--- src/fault_irq_map.svh ---
// Register map, field positions and reset values of the fault status block.
// Assumes the includer uses the names below as plain constants.
`ifndef FAULT_IRQ_MAP_SVH
`define FAULT_IRQ_MAP_SVH
// Register word indices; the APB byte address is four times the index.
`define IDX_PWR_ENABLE   12'h050
`define IDX_LED_ENABLE   12'h052
`define IDX_PWR_STATUS   12'h054
`define IDX_LED_FLAGS    12'h056
// Status flag positions in the power and thermal status word.
`define POS_OVH          15
`define POS_TEMP_HI      13
`define POS_TEMP_LO      11
`define POS_OVL          7
`define POS_OCP          5
`define POS_UVLO         3
`define POS_TSD          1
// Enable field upper bit positions in the power and thermal enable word.
`define EPOS_GLOBAL      15
`define EPOS_OVH         13
`define EPOS_TEMP        11
`define EPOS_OVL         7
`define EPOS_OCP         5
`define EPOS_UVLO        3
`define EPOS_TSD         1
// Positions in the String_fault_summary_flag and enable words.
`define POS_CHAN_LSB     10
`define POS_OPEN         9
`define POS_SHORT        8
`define POS_SUMMARY      7
`define EPOS_LED         7
// Enable field codes: written 1h disables, 3h enables; reads 0h or 2h.
`define EN_WR_OFF        2'h1
`define EN_WR_ON         2'h3
`define EN_RD_ON         2'h2
// Reset values (power enable word resets to A02Ah, LED enable word to 80h).
`define RST_GLOBAL_EN    1'b1
`define RST_PWR_EN       6'h27
`define RST_LED_EN       1'b1
`endif

--- src/fault_irq_pkg.sv ---
// Types shared by the fault status block.
// Assumes nothing of its surroundings.
package fault_irq_pkg;
  // Whole state of the block, registered as one word.
  typedef struct packed {
    logic [6:0]  pwrFlag;      // ovh, temp hi, temp lo, ovl, ocp, uvlo, tsd.
    logic [5:0]  chanFlag;     // Channel 5 down to channel 0.
    logic        openFlag;     // Open string indication.
    logic        shortFlag;    // Shorted string indication.
    logic        summaryFlag;  // Summary LED fault flag.
    logic        globalEn;     // Global interrupt enable.
    logic [5:0]  pwrEn;        // ovh, temp, ovl, ocp, uvlo, tsd enables.
    logic        ledEn;        // LED fault interrupt enable.
    logic [31:0] rdData;       // Read data captured in the setup cycle.
    logic        rdErr;        // Error answer captured in the setup cycle.
  } state_s;
endpackage

--- src/fault_interrupt_status.sv ---
// Fault interrupt status flags, interrupt enables and the fault pin.
// Assumes fault detectors give one-cycle set pulses on sys_clk and that
// software reaches the registers through an APB master on the same clock.
//
// Notes on behaviour
// - Flag reads zero idle, one once latched.
// - Clear needs flag and clear bit written together.
// - Over-voltage high at 15/14, temp high 13/12.
// - Temp low at 11/10; bits 9-8 read zero.
// - Over-voltage low 7/6, over-current 5/4.
// - Undervoltage lockout 3/2, thermal shutdown 1/0.
// - Channel flags 15-10, cleared with summary flag.
// - Open bit 9, short bit 8, cleared likewise.
// - Summary flag 7/6 clears all LED flags, pin.
// - LED bits 5-0 read zero; fields reset zero.
// - Two-bit enables; global enable gates the pin.
//
// The APB register port is this design's own decision.
`include "fault_irq_map.svh"

module fault_interrupt_status
  import fault_irq_pkg::*;
(
  input  wire logic        sys_clk,
  input  wire logic        srst,
  input  wire logic        psel,
  input  wire logic        penable,
  input  wire logic        pwrite,
  input  wire logic [11:0] paddr,
  input  wire logic [31:0] pwdata,
  input  wire logic [3:0]  pstrb,
  output logic [31:0]      prdata,
  output logic             pready,
  output logic             pslverr,
  input  wire logic [6:0]  pwrFaultSet,
  input  wire logic [5:0]  chanFaultSet,
  input  wire logic        openFaultSet,
  input  wire logic        shortFaultSet,
  output logic             faultIrq
);

  // Byte addresses derived from the printed register indices.
  localparam logic [11:0] ADDR_PWR_EN = 12'(`IDX_PWR_ENABLE * 4);
  localparam logic [11:0] ADDR_LED_EN = 12'(`IDX_LED_ENABLE * 4);
  localparam logic [11:0] ADDR_PWR_ST = 12'(`IDX_PWR_STATUS * 4);
  localparam logic [11:0] ADDR_LED_ST = 12'(`IDX_LED_FLAGS * 4);

  // Status bit position of each power flag, index 6 down to 0.
  localparam int STPOS [7] = '{`POS_TSD, `POS_UVLO, `POS_OCP, `POS_OVL,
                               `POS_TEMP_LO, `POS_TEMP_HI, `POS_OVH};
  // Enable field position of each power enable, index 5 down to 0.
  localparam int ENPOS [6] = '{`EPOS_TSD, `EPOS_UVLO, `EPOS_OCP,
                               `EPOS_OVL, `EPOS_TEMP, `EPOS_OVH};

  state_s st;       // Registered state.
  state_s next_st;  // Next state.

  logic setupCyc;   // APB setup cycle.
  logic wrAccess;   // Write completing at this edge.
  logic wrPwrSt;    // Write to the power status word.
  logic wrLedSt;    // Write to the String_fault_summary_flag word.
  logic wrPwrEn;    // Write to the power enable word.
  logic wrLedEn;    // Write to the LED enable word.
  logic lowLanes;   // Both low byte lanes strobed.
  logic [6:0] pwrClr;  // Valid clear requests for power flags.
  logic ledClr;        // Valid clear request for the LED flags.
  logic [6:0] pwrIrq;  // Power flags gated by their enables.

  // Next enable bit from a written two-bit field; 0h and 2h keep it.
  function automatic logic enUpdate(input logic cur, input logic [1:0] f);
    logic r;
    r = cur;
    if (f == `EN_WR_OFF)
    begin
      r = 1'b0;
    end
    else if (f == `EN_WR_ON)
    begin
      r = 1'b1;
    end
    return r;
  endfunction

  // Two-bit readback of an enable bit: 2h when on, else 0h.
  function automatic logic [1:0] enRead(input logic en);
    return en ? `EN_RD_ON : 2'h0;
  endfunction

  // True when a status bit and its paired clear bit are both written one.
  function automatic logic pairHit(input logic [15:0] d, input int pos);
    return d[pos] & d[pos-1];
  endfunction

  // Bus decode; pready is always high so every access ends in one cycle.
  always_comb
  begin
    setupCyc = psel & ~penable;
    wrAccess = psel & penable & pwrite;
    lowLanes = &pstrb[1:0];
    wrPwrSt  = wrAccess & lowLanes & (paddr == ADDR_PWR_ST);
    wrLedSt  = wrAccess & lowLanes & (paddr == ADDR_LED_ST);
    wrPwrEn  = wrAccess & lowLanes & (paddr == ADDR_PWR_EN);
    wrLedEn  = wrAccess & lowLanes & (paddr == ADDR_LED_EN);
  end

  // Clear requests: only a write with both bits of a pair set counts.
  always_comb
  begin
    for (int i = 0; i < 7; i++)
    begin
      pwrClr[i] = wrPwrSt & pairHit(pwdata[15:0], STPOS[i]);
    end
    ledClr = wrLedSt & pairHit(pwdata[15:0], `POS_SUMMARY);
  end

  // Interrupt gating; both temperature flags share one enable.
  always_comb
  begin
    pwrIrq[6] = st.pwrFlag[6] & st.pwrEn[5];
    pwrIrq[5] = st.pwrFlag[5] & st.pwrEn[4];
    pwrIrq[4] = st.pwrFlag[4] & st.pwrEn[4];
    for (int i = 0; i < 4; i++)
    begin
      pwrIrq[i] = st.pwrFlag[i] & st.pwrEn[i];
    end
  end

  // Next state: flag latching, clears, enable writes and read capture.
  always_comb
  begin
    next_st = st;
    // A new fault in the cycle of its clear wins over the clear.
    for (int i = 0; i < 7; i++)
    begin
      if (pwrFaultSet[i])
      begin
        next_st.pwrFlag[i] = 1'b1;
      end
      else if (pwrClr[i])
      begin
        next_st.pwrFlag[i] = 1'b0;
      end
    end
    // The LED group clears as a whole through the summary pair.
    if (ledClr)
    begin
      next_st.chanFlag    = 6'h00;
      next_st.openFlag    = 1'b0;
      next_st.shortFlag   = 1'b0;
      next_st.summaryFlag = 1'b0;
    end
    next_st.chanFlag  = next_st.chanFlag | chanFaultSet;
    if (openFaultSet)
    begin
      next_st.openFlag = 1'b1;
    end
    if (shortFaultSet)
    begin
      next_st.shortFlag = 1'b1;
    end
    // Any LED fault raises the summary flag.
    if (|chanFaultSet | openFaultSet | shortFaultSet)
    begin
      next_st.summaryFlag = 1'b1;
    end
    // Enable words: each two-bit field updates only on 1h or 3h.
    if (wrPwrEn)
    begin
      next_st.globalEn = enUpdate(st.globalEn,
                                  pwdata[`EPOS_GLOBAL -: 2]);
      for (int i = 0; i < 6; i++)
      begin
        next_st.pwrEn[i] = enUpdate(st.pwrEn[i],
                                    pwdata[ENPOS[i] -: 2]);
      end
    end
    if (wrLedEn)
    begin
      next_st.ledEn = enUpdate(st.ledEn, pwdata[`EPOS_LED -: 2]);
    end
    // Read data and error are captured in the setup cycle.
    if (setupCyc)
    begin
      next_st.rdData = 32'h0000_0000;
      next_st.rdErr  = 1'b0;
      unique case (paddr)
        ADDR_PWR_ST:
        begin
          // Clear bits and bits 9-8 always read zero.
          for (int i = 0; i < 7; i++)
          begin
            next_st.rdData[STPOS[i]] = st.pwrFlag[i];
          end
        end
        ADDR_LED_ST:
        begin
          // Bit 6 and bits 5-0 read zero.
          next_st.rdData[15:10]        = st.chanFlag;
          next_st.rdData[`POS_OPEN]    = st.openFlag;
          next_st.rdData[`POS_SHORT]   = st.shortFlag;
          next_st.rdData[`POS_SUMMARY] = st.summaryFlag;
        end
        ADDR_PWR_EN:
        begin
          next_st.rdData[`EPOS_GLOBAL -: 2] = enRead(st.globalEn);
          for (int i = 0; i < 6; i++)
          begin
            next_st.rdData[ENPOS[i] -: 2] = enRead(st.pwrEn[i]);
          end
        end
        ADDR_LED_EN:
        begin
          next_st.rdData[`EPOS_LED -: 2] = enRead(st.ledEn);
        end
        default:
        begin
          // Unmapped address answers with an error and zero data.
          next_st.rdErr = 1'b1;
        end
      endcase
    end
  end

  // State register; synchronous reset clears every flag.
  always_ff @(posedge sys_clk)
  begin
    if (srst)
    begin
      st             <= '0;
      st.globalEn    <= `RST_GLOBAL_EN;
      st.pwrEn       <= `RST_PWR_EN;
      st.ledEn       <= `RST_LED_EN;
    end
    else
    begin
      st <= next_st;
    end
  end

  // Outputs: data and error from flops, pin from enabled flags.
  always_comb
  begin
    prdata   = st.rdData;
    pslverr  = st.rdErr & psel & penable;
    pready   = 1'b1;
    faultIrq = st.globalEn &
               ((|pwrIrq) | (st.summaryFlag & st.ledEn));
  end

  logic rdPwr;  // Setup cycle of a power status read.
  logic rdLed;  // Setup cycle of an String_fault_summary_flag read.
  assign rdPwr = setupCyc & (paddr == ADDR_PWR_ST);
  assign rdLed = setupCyc & (paddr == ADDR_LED_ST);
endmodule  // fault_interrupt_status

--- config.mk ---
export PLATFORM = sky130hd
export DESIGN_NAME = fault_interrupt_status
export DESIGN_NICKNAME = d
export VERILOG_FILES = /design/src/fault_irq_pkg.sv /design/src/fault_interrupt_status.sv
export VERILOG_INCLUDE_DIRS = /design/src /design/src/src
export SDC_FILE = /design/constraint.sdc
export NUM_CORES = 1
export LEC_CHECK = 0
export BUFFER_PORTS_ARGS = -buffer_cell sky130_fd_sc_hd__buf_2
export CORE_MARGIN = 4
export CORE_UTILIZATION = 30
export CTS_BUF_LIST = sky130_fd_sc_hd__clkbuf_4 sky130_fd_sc_hd__clkbuf_8
export CTS_CLUSTER_SIZE = 24
export DETAILED_ROUTE_END_ITERATION = 8
export SYNTH_ARGS = -nofsm -noshare
export SYNTH_HDL_FRONTEND = slang
export SYNTH_SLANG_ARGS = --single-unit
--- constraint.sdc ---
create_clock -name sys_clk -period 2.1 [get_ports sys_clk]
set_clock_uncertainty 0.05 [all_clocks]
set_input_delay 0.525 -clock sys_clk [delete_from_list [all_inputs] [get_ports sys_clk]]
set_output_delay 0.525 -clock sys_clk [all_outputs]
set_load 0.01 [all_outputs]
### Word level (Yosys, flattened, before mapping)

Cells that the tools add are included.

| word-level totals | value |
|---|---|
| flip-flop bits (word level) | 41 |
| input port bits | 68 |
| output and inout port bits | 35 |
| word-level logic and storage cells | 163 |

| cells by class | value |
|---|---|
| equality and inequality tests | 18 |
| mux-type cells | 56 |
| bitwise gates (word level) | 39 |
| reductions and logical operators | 29 |

Operator list:

| kind | count |
|---|---|
| $eq A12 B9 Y1 const B | 4 |
| $mux W1 | 35 |
| $and A1 B1 Y1 | 34 |
| $reduce_bool A2 Y1 | 17 |
| $mux W2 | 9 |
| $reduce_and A2 Y1 | 9 |
| $eq A2 B1 Y1 const B | 7 |
| $eq A2 B2 Y1 const B | 7 |
| $pmux W1 S2 | 7 |
| $mux W9 | 1 |
| $pmux W1 S3 | 3 |
| $reduce_or A7 Y1 | 1 |
| $or A6 B6 Y6 | 1 |
| $reduce_or A6 Y1 | 1 |
| $pmux W1 S4 | 1 |
| $reduce_or A4 Y1 | 1 |
| $or A1 B1 Y1 | 3 |
| $not A1 Y1 | 1 |

### Longest topological paths before layout

| depth | value |
|---|---|
| depth after elaboration | 7 |
| gate-level depth with buffers | 6 |
| mapped depth without buffers | 4 |

### Least setup slack after synthesis

Ideal clock, no wire load.

| path | value |
|---|---|
| path type | in2reg |
| from | input port paddr[11] |
| to | register st[41] in the netlist's numbering |
| setup time | 133 ps |
| data arrival time | 1,936 ps |
| required time | 1,917 ps |
| slack | -18 ps |
| stages | 5 |
| buffers on the path | 1 |
| path through | or4b_4 > or4_4 > buf_6 > o21ai_2 > a31oi_1 |

| on the way | value |
|---|---|
| cells in the longest elaborated chain, start to end | 4 |

RTL lines:

| what | RTL line | text |
|---|---|---|
| from (decl) | fault_interrupt_status.sv:29 | `input wire logic [11:0] paddr,` |
| $eq A12 B9 Y1 | fault_interrupt_status.sv:101 | `wrLedSt = wrAccess & lowLanes & (paddr == ADDR_LED_ST);` |
| $and A1 B1 Y1 | fault_interrupt_status.sv:101 |  |
| $and A1 B1 Y1 | fault_interrupt_status.sv:113 | `` ledClr = wrLedSt & pairHit(pwdata[15:0], `POS_SUMMARY); `` |
| $reduce_bool A2 Y1 (no source line) | -- |  |
| to (signal assigned) | fault_interrupt_status.sv:236 | `st <= next_st;` |
| to (decl) | fault_interrupt_status.sv:55 | `state_s st;` |

Every way passes these cells.
A chain may end at the register's enable or synchronous reset.

### Worst setup path in the final report

| path | value |
|---|---|
| from | register st[41] in the netlist's numbering |
| to | output port faultIrq |

| on the way | value |
|---|---|
| cells in the longest elaborated chain, start to end | 3 |

RTL lines:

| what | RTL line | text |
|---|---|---|
| $and A1 B1 Y1 | fault_interrupt_status.sv:247 | `((\|pwrIrq) \| (st.summaryFlag & st.ledEn));` |
| $or A1 B1 Y1 | fault_interrupt_status.sv:247 |  |
| $and A1 B1 Y1 | fault_interrupt_status.sv:246 | `faultIrq = st.globalEn &` |
| to (decl) | fault_interrupt_status.sv:39 | `output logic faultIrq` |

Every way passes these cells.

==> metrics.yaml <==
worst_setup_path:
  cp.arrival_ns: 1.40
  worstSetupPathType: "reg2out"
  startpoint_type: "register"
  crit_path_max_fanout: 3
  worst-endpoint-required_ns: 1.52
  cp-end-kind: "primary output"
power_and_ir_drop:
  comb_power_share_pct: 12.8
  powerDensity_nw_per_um2: 606
  p_int_uw: 1040
  ir_drop_mv: 0.290
  switching_share_pct: 27.5
  switchingPower_uw: 393
  p_leak_uw: 0.00106
  power_frac_clock_pct: 35.2
  pwr-share-seq_pct: 52.0
detailed_routing:
  routed_wl_mm: 5.06
  drc: 0
  first_pass_iters: 4
  drt_iter0_markers: 72
  wl_per_cell_microns: 13.8
  via_per_inst: 4.88
  num_vias: 1791
  ant_nets: 0
grt:
  antenna_found_initial: 0
  grt_start_max_net_pins: 21
  gr-usage-all-layers_pct: 12.9
  grt_pass1_wl_mm: 7.88
  grt_pass1_vias: 1676
  overflow: 0
synth:
  avgSynthCellArea_sq_um: 8.54
  synth_most_common_cell: "dfxtp_1"
  synth.distinct_cells: 42
  yosysTopAreaCell: "dfxtp_1"
  synthArstFlopShare_pct: 0
  synth_edf_count: 0
  synthFlopType: "dfxtp_1"
  ys_seq_area_share_pct: 37.9
  synth_common_cells: "dfxtp_1, buf_4, nor2_1"
  synth-seq-cells: 37
  syn_area_sq_um: 1960
  yosys-top-cells-area: "dfxtp_1, buf_4, nor2_1"
  postSynthCellCount: 229
  yosysTopAreaCellShare_pct: 37.9
  yosysWarnings: 0
die:
  die_h_microns: 88.7
  die_w_microns: 88.7
  rows: 29
  die-area_sq_um: 7870
  coreArea_sq_um: 6350
  start_util_pct: 30.8
  ios: 103
sta:
  tightest_slew_ns: 0.501
  slew_headroom_pct: 66.5
  tns_ns: 0
  hold_violations: 0
  fin_crit_sh_pct: 93.9
  finalSetupViolCount: 0
  maxSlewViolCount: 0
  max_freq_ghz: 0.507
  min_period_ns: 1.97
  rsz0062_at_grt: "no"
cells_and_area:
  fillers: 683
  finalNetCount: 357
  finalNonFillerCells: 367
  num_antenna_cells: 0
  drive_above_1_share_pct: 33.4
  area_growth_pct: 20.9
  multi_input_area_sq_um: 955
  final-seq-area_sq_um: 741
clock_tree:
  cts.clk_slew.worst_paths_ns: 0.08
  htree_levels: 2
  clockRootBuffer: "clkbuf_8"
  clock-sinks: 37
  hold_buffers: 0
  worstSkewPairLatency_ns: 0.29
  cts_setup_buffers: 0
  cts_buffers: 5
  cts_tree: "done"
  cts_buffer_depth: 2
place:
  dpl.hpwl_mm: 4.01
  placedCellCount: 359
  gp_congestion: 0.839
  numPortBuffers: 61
outcome:
  status: "finished clean"
min_path:
  holdCritPathClass: "reg2reg"
flow_run:
  drv_cap: 0
[power groups by stage]
stage | clock, uW | combinational, uW | sequential (uW)
finish | 504 | 183 | 745
global route | 540 | 206 | 748
CTS | 514 | 184 | 745
detailed placement | 0 | 183 | 761
global placement | 0 | 180 | 760
floorplan | 0 | 131 | 755
[flip-flops by register name, summed over array words and instances, names as in the netlist]
name	flops
prdata	12
st	25
[per-layer routing]
layer | vias up | wire length [microns] | GRT usage, %
li1 | 901 | - | -
met1 | 819 | 2410 | 17.8
met2 | 66 | 2200 | 19.6
met3 | 5 | 372 | 3.07
met4 | 0 | 82 | 4.53
met5 | - | 0 | 0
[worst max-delay path, stage by stage (launching register included)]
cell,delay (ns)
dfxtp_1,0.36
a22o_1,0.25
a221oi_2,0.18
a31oi_1,0.15
buf_2,0.17
[per-stage QoR]
step           setup WS, ns  cell area (sq um)  util [%]  total power, uW  hold WS (ns)
6_report              0.128               2360      37.2             1430         0.407
5_1_grt              0.0336               2360      37.2             1490         0.418
4_1_cts              0.0484               2360      37.1             1440         0.405
3_5_place_dp        -0.0835               2270      35.8              944         0.400
3_3_place_gp        -0.0680               2270      35.8              940         0.386
2_1_floorplan        0.0413               2030         -              886         0.376
[cell usage in the layout (no fill, tap or decap), types with 2 or more instances in the layout]
cell type,synthesis,final
buf_2,0,61
dfxtp_1,37,37
nor2_1,26,26
conb_1,2,21
buf_4,33,16
nand2_1,12,12
a21oi_1,12,12
inv_1,11,11
a311oi_1,11,11
o21ai_1,7,7
a22o_1,6,6
nand4_1,5,5
a41oi_1,5,5
clkbuf_8,0,5
o21ai_0,4,4
nor3_1,4,4
nor4_1,4,4
mux2i_1,3,3
a211oi_1,3,3
a22oi_1,2,2
a31oi_1,2,2
and4_1,2,2
nor2b_1,2,2
nand3_1,2,2
nand2b_1,2,2
a2bb2oi_1,2,2
o21ai_2,2,2
a31o_2,2,2
clkinv_2,0,2
[cells by family after synthesis]
kind of cell,count (synthesis),share of synthesized area [%]
and+or+nand+nor,69,18.9
muxes,5,3.26
buffers and inverters,55,17.3
other,2,0.384
AOI/OAI and AO/OA,61,22.3
DFF,37,37.9
[final timing paths]
| check | from | end | slack (ns) | cells after the start |
|---|---|---|---|---|
| hold / removal | prdata[7] | prdata[7] | 0.41 | 2 |
| hold reg to reg | prdata[7] | prdata[7] | 0.41 | 2 |
| setup / recovery | st[41] | faultIrq | 0.13 | 4 |
| setup reg to reg | st[41] | prdata[7] | 0.96 | 3 |
[layout make-up]
class | count | share of cell area [%]
clock buffer | 5 | 2.91
clock inverter | 3 | 0.741
inverter | 11 | 1.75
multi-input combinational | 156 | 40.4
sequential | 37 | 31.3
tap | 77 | 4.07
timing repair buffer | 78 | 18.8
[what timing repair did]
action                     in CTS  in global routing
resized for setup               0                  1
hold endpoints to repair        0                  0
setup endpoints to repair       0                  1
(Power assumes the default switching activity.)
